**src/mt_pkg.sv**
```systemverilog
// Package for the modulo timer: register offsets, field positions, reset values.
// Assumes a 32-bit APB slave with one register per aligned word.
package mt_pkg;
  // ==========================================================================
  // Register byte addresses
  localparam logic [3:0] OFS_STATUS_CONTROL = 4'h0;
  localparam logic [3:0] OFS_CLOCK_CONFIG   = 4'h4;
  localparam logic [3:0] OFS_COUNT_VALUE    = 4'h8;
  localparam logic [3:0] OFS_WRAP_LIMIT     = 4'hc;
  // ==========================================================================
  // Field positions
  localparam int BIT_OVERFLOW_FLAG = 7;
  localparam int BIT_IRQ_ENABLE    = 6;
  localparam int BIT_COUNTER_RESET = 5;
  localparam int BIT_COUNTER_HALT  = 4;
  localparam int SRC_MSB           = 5;
  localparam int SRC_LSB           = 4;
  localparam int PRE_MSB           = 3;
  localparam int PRE_LSB           = 0;
  // ==========================================================================
  // Reset values and encodings
  localparam logic [1:0] SRC_BUS_CLOCK  = 2'h0;
  localparam logic [1:0] SRC_FIXED_FREQ = 2'h1;
  localparam logic [1:0] SRC_EXT_FALL   = 2'h2;
  localparam logic [1:0] SRC_EXT_RISE   = 2'h3;
  localparam logic [3:0] PRE_RESET      = 4'h0;
  localparam logic [3:0] PRE_MAX_CODE   = 4'h8;
  localparam logic [7:0] COUNT_RESET    = 8'h00;
  localparam logic [7:0] WRAP_RESET     = 8'h00;
  localparam logic       HALT_RESET     = 1'b1;
  localparam int         PRE_WIDTH      = 8;
endpackage

```
**src/mt_tick_if.sv**
```systemverilog
// Interface carrying the prescaler setting and the resulting count tick.
// Assumes one clock domain shared by both ends.
`timescale 1ns/100ps
`default_nettype none
interface mt_tick_if;
  logic       src_tick;
  logic       run;
  logic       clear;
  logic [3:0] prescale_select;
  logic       count_tick;
  modport ctrl (output src_tick, output run, output clear, output prescale_select,
                input count_tick);
  modport pre  (input src_tick, input run, input clear, input prescale_select,
                output count_tick);
endinterface
`default_nettype wire

```
**src/mt_prescaler.sv**
```systemverilog
// Prescaler: divides source ticks by a power of two selected by a code.
// Assumes source ticks are one-cycle pulses in the system clock domain.
`timescale 1ns/100ps
`default_nettype none
module mt_prescaler #(
  parameter int WIDTH = mt_pkg::PRE_WIDTH
) (
  input  wire logic i_clk_sys,
  input  wire logic i_srst,
  input  wire logic i_ce,
  mt_tick_if.pre    tick
);
  typedef struct packed {
    logic [WIDTH-1:0] div_cnt;
    logic             out_tick;
  } mt_pre_state_type;

  mt_pre_state_type state_reg;
  mt_pre_state_type state_next;
  logic [3:0]       code;
  logic [WIDTH-1:0] mask;

  // ==========================================================================
  // Divider
  // Changing the code keeps the divider phase; only clear or a completed division zeroes the count.
  always_comb begin
    code = (tick.prescale_select > mt_pkg::PRE_MAX_CODE) ? mt_pkg::PRE_MAX_CODE
         : tick.prescale_select;
    mask = WIDTH'((9'h001 << code) - 9'h001);
    state_next = state_reg;
    state_next.out_tick = 1'b0;
    if (tick.clear) begin
      state_next.div_cnt = '0;
    end else if (tick.run && tick.src_tick) begin
      if ((state_reg.div_cnt & mask) == mask) begin
        state_next.div_cnt  = '0;
        state_next.out_tick = 1'b1;
      end else begin
        state_next.div_cnt = state_reg.div_cnt + 1'b1;
      end
    end
  end

  always_ff @(posedge i_clk_sys) begin
    if (i_srst) begin
      state_reg <= '0;
    end else if (i_ce) begin
      state_reg <= state_next;
    end
  end

  assign tick.count_tick = state_reg.out_tick;
endmodule
`default_nettype wire

```
**src/mt_modulo_timer.sv**
```systemverilog
// Top of the 8-bit modulo timer with an APB register slave.
// Assumes all inputs, the external pin included, are synchronous to i_clk_sys.
// ============================================================================
// How it works
// - Overflow flag sets when counter wraps from the wrap value to zero.
// - Flag clears by status read while set, then writing zero to bit 7.
// - Interrupt request asserts when enable bit 6 and flag are both set.
// - Writing one to bit 5 zeroes counter and flag; reads as zero.
// - Halt bit 4 freezes the counter; reset sets it.
// - Source field 5:4 picks bus, fixed clock, pin falling or rising edge.
// - Changing source keeps the present count.
// - Prescale field 3:0 divides by one, two, four, up to 256.
// - Codes above eight divide by 256.
// - Changing prescale keeps the present count.
// - Reset selects the bus clock undivided.
// - Count register is read-only and resets to zero.
// - Wrap value zero gives a free-running counter.
// - Any write to the wrap register zeroes counter and flag.
// - Reset loads zero into the wrap register.
// - Counter increments per tick until equal to wrap value, then wraps.
// - An overflow between read and clearing write keeps the flag set.
// - Counting is suspended during debug mode and resumes afterwards.
//
// The APB register port and the placing of the registers were decided locally.
`timescale 1ns/100ps
`default_nettype none
module mt_modulo_timer (
  input  wire logic        i_clk_sys,
  input  wire logic        i_srst,
  input  wire logic        i_ce,
  input  wire logic        i_psel,
  input  wire logic        i_penable,
  input  wire logic        i_pwrite,
  input  wire logic [11:0] i_paddr,
  input  wire logic [31:0] i_pwdata,
  input  wire logic [3:0]  i_pstrb,
  input  wire logic        i_fixed_freq_clock,
  input  wire logic        i_ext_timer_clock_pin,
  input  wire logic        i_debug_active,
  output logic             o_pready,
  output logic [31:0]      o_prdata,
  output logic             o_pslverr,
  output logic             o_timer_irq
);
  typedef struct packed {
    logic        overflow_flag;
    logic        overflow_irq_enable;
    logic        counter_halt;
    logic        clear_armed;
    logic [1:0]  source_select;
    logic [3:0]  prescale_select;
    logic [7:0]  count;
    logic [7:0]  wrap_value;
    logic        fixed_prev;
    logic        pin_prev;
    logic        pready;
    logic [31:0] prdata;
    logic        pslverr;
    logic        irq;
  } mt_state_type;

  mt_state_type state_reg;
  mt_state_type state_next;
  mt_tick_if    tick ();
  logic         setup;
  logic         wr;
  logic         rd;
  logic [3:0]   addr;
  logic         hit;
  logic         src_tick;
  logic         wrap_hit;
  logic         reset_count;

  // ==========================================================================
  // Prescaler
  mt_prescaler #(
    .WIDTH (mt_pkg::PRE_WIDTH)
  ) u_prescaler (
    .i_clk_sys (i_clk_sys),
    .i_srst    (i_srst),
    .i_ce      (i_ce),
    .tick      (tick.pre)
  );

  // ==========================================================================
  // Source selection
  // The pin must toggle no faster than half the bus clock to be seen.
  always_comb begin
    case (state_reg.source_select)
      mt_pkg::SRC_BUS_CLOCK:  src_tick = 1'b1;
      mt_pkg::SRC_FIXED_FREQ: src_tick = i_fixed_freq_clock & ~state_reg.fixed_prev;
      mt_pkg::SRC_EXT_FALL:   src_tick = ~i_ext_timer_clock_pin & state_reg.pin_prev;
      default:                src_tick = i_ext_timer_clock_pin & ~state_reg.pin_prev;
    endcase
  end

  // ==========================================================================
  // Bus decode
  // Answers in the first access cycle, so no wait states are inserted.
  always_comb begin
    setup = i_psel & ~i_penable;
    wr    = setup & i_pwrite & i_pstrb[0];
    rd    = setup & ~i_pwrite;
    addr  = i_paddr[3:0];
    hit   = (i_paddr[11:4] == 8'h00) && (addr[1:0] == 2'h0);
    reset_count = 1'b0;
    if (wr && hit && addr == mt_pkg::OFS_STATUS_CONTROL) begin
      reset_count = i_pwdata[mt_pkg::BIT_COUNTER_RESET];
    end else if (wr && hit && addr == mt_pkg::OFS_WRAP_LIMIT) begin
      reset_count = 1'b1;
    end
  end

  assign tick.src_tick        = src_tick;
  assign tick.run             = ~state_reg.counter_halt & ~i_debug_active;
  assign tick.clear           = reset_count;
  assign tick.prescale_select = state_reg.prescale_select;

  // ==========================================================================
  // Counter, registers and bus answer
  always_comb begin
    state_next            = state_reg;
    state_next.fixed_prev = i_fixed_freq_clock;
    state_next.pin_prev   = i_ext_timer_clock_pin;
    state_next.pready     = setup;
    state_next.pslverr    = setup & ~hit;
    state_next.prdata     = 32'h0000_0000;
    // A wrap value of zero must not match a count of zero, or the counter would stick there.
    wrap_hit = (state_reg.count == ((state_reg.wrap_value == 8'h00) ? 8'hff
                                                                    : state_reg.wrap_value));
    if (rd && hit) begin
      if (addr == mt_pkg::OFS_STATUS_CONTROL) begin
        state_next.prdata[mt_pkg::BIT_OVERFLOW_FLAG] = state_reg.overflow_flag;
        state_next.prdata[mt_pkg::BIT_IRQ_ENABLE]    = state_reg.overflow_irq_enable;
        state_next.prdata[mt_pkg::BIT_COUNTER_HALT]  = state_reg.counter_halt;
        state_next.clear_armed = state_reg.overflow_flag;
      end else if (addr == mt_pkg::OFS_CLOCK_CONFIG) begin
        state_next.prdata[mt_pkg::SRC_MSB:mt_pkg::SRC_LSB] = state_reg.source_select;
        state_next.prdata[mt_pkg::PRE_MSB:mt_pkg::PRE_LSB] = state_reg.prescale_select;
      end else if (addr == mt_pkg::OFS_COUNT_VALUE) begin
        state_next.prdata[7:0] = state_reg.count;
      end else begin
        state_next.prdata[7:0] = state_reg.wrap_value;
      end
    end
    if (wr && hit) begin
      if (addr == mt_pkg::OFS_STATUS_CONTROL) begin
        state_next.overflow_irq_enable = i_pwdata[mt_pkg::BIT_IRQ_ENABLE];
        state_next.counter_halt        = i_pwdata[mt_pkg::BIT_COUNTER_HALT];
        if (!i_pwdata[mt_pkg::BIT_OVERFLOW_FLAG] && state_reg.clear_armed) begin
          state_next.overflow_flag = 1'b0;
        end
        state_next.clear_armed = 1'b0;
      end else if (addr == mt_pkg::OFS_CLOCK_CONFIG) begin
        state_next.source_select   = i_pwdata[mt_pkg::SRC_MSB:mt_pkg::SRC_LSB];
        state_next.prescale_select = i_pwdata[mt_pkg::PRE_MSB:mt_pkg::PRE_LSB];
      end else if (addr == mt_pkg::OFS_WRAP_LIMIT) begin
        state_next.wrap_value = i_pwdata[7:0];
      end
    end
    if (reset_count) begin
      state_next.count         = mt_pkg::COUNT_RESET;
      state_next.overflow_flag = 1'b0;
      state_next.clear_armed   = 1'b0;
    end else if (tick.count_tick) begin
      if (wrap_hit) begin
        // A wrap disarms the two-step clear, so a pending clear cannot lose it.
        state_next.count         = mt_pkg::COUNT_RESET;
        state_next.overflow_flag = 1'b1;
        state_next.clear_armed   = 1'b0;
      end else begin
        state_next.count = state_reg.count + 8'h01;
      end
    end
    state_next.irq = state_next.overflow_flag & state_next.overflow_irq_enable;
  end

  always_ff @(posedge i_clk_sys) begin
    if (i_srst) begin
      state_reg                 <= '0;
      state_reg.counter_halt    <= mt_pkg::HALT_RESET;
      state_reg.source_select   <= mt_pkg::SRC_BUS_CLOCK;
      state_reg.prescale_select <= mt_pkg::PRE_RESET;
      state_reg.count           <= mt_pkg::COUNT_RESET;
      state_reg.wrap_value      <= mt_pkg::WRAP_RESET;
    end else if (i_ce) begin
      state_reg <= state_next;
    end
  end

  assign o_pready    = state_reg.pready;
  assign o_prdata    = state_reg.prdata;
  assign o_pslverr   = state_reg.pslverr;
  assign o_timer_irq = state_reg.irq;
endmodule
`default_nettype wire

```
**config.mk**
```make
export PLATFORM = sky130hd
export DESIGN_NAME = mt_modulo_timer
export DESIGN_NICKNAME = d
export VERILOG_FILES = /design/src/mt_pkg.sv /design/src/mt_tick_if.sv /design/src/mt_prescaler.sv /design/src/mt_modulo_timer.sv
export SDC_FILE = /design/constraint.sdc
export NUM_CORES = 1
export LEC_CHECK = 0
export BUFFER_PORTS_ARGS = -buffer_cell sky130_fd_sc_hd__buf_4
export CAP_MARGIN = 25
export CORE_AREA = 2 2 76 78
export CTS_CLUSTER_SIZE = 8
export DETAILED_ROUTE_END_ITERATION = 16
export DIE_AREA = 0 0 78 80
export PLACE_DENSITY = 0.86
export SYNTH_ARGS = -nofsm -noshare
export SYNTH_HDL_FRONTEND = slang
export SYNTH_SLANG_ARGS = --single-unit
```
**constraint.sdc**
```tcl
create_clock -name i_clk_sys -period 4.3 [get_ports i_clk_sys]
set_clock_uncertainty 0.2 [all_clocks]
set_input_delay 0.645 -clock i_clk_sys [delete_from_list [all_inputs] [get_ports i_clk_sys]]
set_output_delay 0.645 -clock i_clk_sys [all_outputs]
set_load 0.01 [all_outputs]
```
==> metrics.yaml <==
run_status: "finished, final reports clean"
finish.instance_area_sq_um: 3232
grt_pass1_wl_um: 11890
synthesis.area_sq_um: 2958
crit_path_start_kind: "primary input"
power_leakage_nw: 1.276
cap_violations: 0
pin_count: 92
min_period_over_period_pct: 66.09
async_reset_ff_share_pct: 0
insertion_delay_ps: 310
slowest_delay_ps: 560
nets: 464
drt-met1-wl_um: 3160
grt-ovfl-total: 0
initial_core_util_pct: 54.72
dp_slack_ps: 1280
cpMostUsedCell: "nand2_1"
ys_ff_latch: 48
worstPathRequired_ps: 4280
slew_viol_final: 0
netlist_instances: 380
crit_fanout: 8
critical_path_class: "primary input to flop"
drt-initial-drc-count: 362
track_usage_pct: 23.74
synth_warnings: 0
ys_seq_area_share_pct: 32.49
synth_edf_count: 0
nFillCells: 500
drc: 0
max_freq_ghz: 0.3519
gp_routability_congestion: 0.8682
met2_length_um: 3359
antenna_found_initial: 0
rows: 27
clockBufferDepth: 2
ys.flop_type: "dfxtp_1"
antenna_cells: 0
grt_max_degree: 41
top_layer_used: "met4"
setup_tns_ps: 0
drive_above_1_share_pct: 14.07
setup_viol: 0
grt_pass1_vias: 2450
largest_register_ffs: 24
die_x_um: 78
htreeDepth: 2
ant_nets: 0
placed_area_sq_um: 3142
dr_total_vias: 2859
root_buffer: "clkbuf_8"
hp-class: "flop to flop"
cts.sinks: 48
viasPerCell: 5.994
slowest_stage: "nor4_1"
post_cts_buffers: 0
post_cts_resized: 0
wirelength_um: 7355
p_per_area_nw_per_um2: 251.3
rsz0062_at_grt: "no"
worst_pin_slew_ps: 905.4
place.port_buffers: 40
critPathArrivalTime_ps: 2820
irDropWorstVdd_mv: 0.1901
cts_tree: "yes"
die_area_sq_um: 6240
instances_no_fill: 477
die_height_um: 80
dp.cells: 469
cts_buffers: 5
yosysUniqueCellTypes: 57
syn_avg_cell_area_sq_um: 7.784
cp.buffers_inverters: 1
crit_path_end_kind: "flop"
post-route-min-period_ps: 2842
syn_to_final_growth_pct: 9.264
clk_pin_slew_ps: 90
crit_family: "simple AND/OR/NAND/NOR gates"
hpwl_um: 5332
dr.pass1.iters: 5
cts_hold_buf: 0
hold_viol_final: 0
crit_path_cell_trace: "buf_4 -> nor4_1 -> nand3_1 -> nor3_2 -> nand2_1 -> nand2_1 -> a21oi_1"
power.total_mw: 0.8122
wl_met3_um: 696
relSlewSlack_pct: 39.09
wl_per_cell_um: 15.42
worst_slack_ps: 1458
coreArea_sq_um: 5405
placed cells by master, fill, tap and decap left out, types with 2 or more instances in the layout:
cell type | synthesis | routed
nor4b_2 | 2 | 2
or4_1 | 3 | 3
o21ai_0 | 7 | 7
xnor2_1 | 2 | 2
or3_1 | 2 | 2
inv_1 | 8 | 8
a31oi_1 | 7 | 7
nor4_1 | 6 | 6
and4b_1 | 2 | 2
nand3b_1 | 4 | 4
o32ai_1 | 2 | 2
conb_1 | 1 | 24
dfxtp_1 | 48 | 48
o22ai_1 | 12 | 12
mux2_2 | 2 | 2
nand3_1 | 26 | 26
nand2_1 | 54 | 54
nor2b_1 | 9 | 9
nor3_1 | 5 | 5
mux2i_1 | 8 | 8
and2_1 | 2 | 2
buf_4 | 32 | 40
a22oi_1 | 2 | 2
clkbuf_1 | 12 | 2
xor2_1 | 9 | 9
a21oi_1 | 39 | 39
nand2b_1 | 11 | 11
o211a_1 | 2 | 2
nand4_1 | 5 | 5
clkbuf_8 | 0 | 6
ha_1 | 3 | 3
nor2_1 | 24 | 24
and3_1 | 3 | 3
kinds of logic after synthesis:
logic type                 after synthesis  share of synthesized area, %
AOI/OAI and AO/OA                       86                         18.99
other                                    1                        0.1268
xor gates and xnor gates                11                         3.257
DFF                                     48                         32.49
adders and majority gates                3                         1.269
and+or+nand+nor                        167                         29.48
muxes                                   10                         3.469
buffers and inverters                   54                         10.91
worst paths after layout:
check	startpoint	to	slack (ps)	cells past startpoint
worst max-delay path	i_paddr[5]	state_reg[42]	1460	7
worst min-delay path	u_prescaler.state_reg[8]	u_prescaler.state_reg[8]	260	2
worst max register to register	tick.prescale_select[3]	u_prescaler.state_reg[3]	1550	7
worst min register to register	u_prescaler.state_reg[8]	u_prescaler.state_reg[8]	260	2
per-stage QoR:
stage	hold slack [ps]	util [%]
after floorplan	229.1	-
after global placement	242.7	58.13
after detailed placement	250.5	58.13
after CTS	265.2	59.79
after global routing	278.6	59.79
final	261.4	59.79
worst reg2reg max path, stage by stage (launching register included):
cell and delay [ps]:
dfxtp_1 410, or4_1 590, ha_1 320, o221a_2 260, o211a_1 160, a2111oi_4 490
a21oi_1 120, mux2i_1 130
report_power, final:
part,internal [mW],switching [mW]
sequential,0.446,0.000967
clock,0.131,0.152
combinational,0.0308,0.0514
total,0.608,0.204
per-layer routing:
| layer | track usage (%) | up-vias |
|---|---|---|
| met4 | 9.123 | 0 |
| li1 | - | 1352 |
| met1 | 32.10 | 1331 |
| met2 | 37.76 | 158 |
| met5 | 0 | - |
| met3 | 4.186 | 18 |
synth_stat cells (4+ instances only):
library cell	number	area, sq um
mux2i_1	8	80.08
inv_1	8	30.03
a31oi_1	7	43.79
dfxtp_1	48	960.9
nand3_1	26	130.1
nor2_1	24	90.09
nor2b_1	9	56.30
nor4_1	6	37.54
o21ai_0	7	35.03
nand2_1	54	202.7
o22ai_1	12	75.07
buf_4	32	240.2
nand3b_1	4	30.03
nand2b_1	11	68.82
nor3_1	5	25.02
clkbuf_1	12	45.04
xor2_1	9	78.83
a21oi_1	39	195.2
nand4_1	5	31.28
cell type report:
class	count	area, sq um	area share, %
multi-input cells	301	1760	54.47
flip-flops and latches	48	960.9	29.73
repair buffers	40	300.3	9.292
inverters	8	30.03	0.9292
well taps	72	90.09	2.787
clock buffers	8	90.09	2.787
Power figures use the tool's default switching activity.
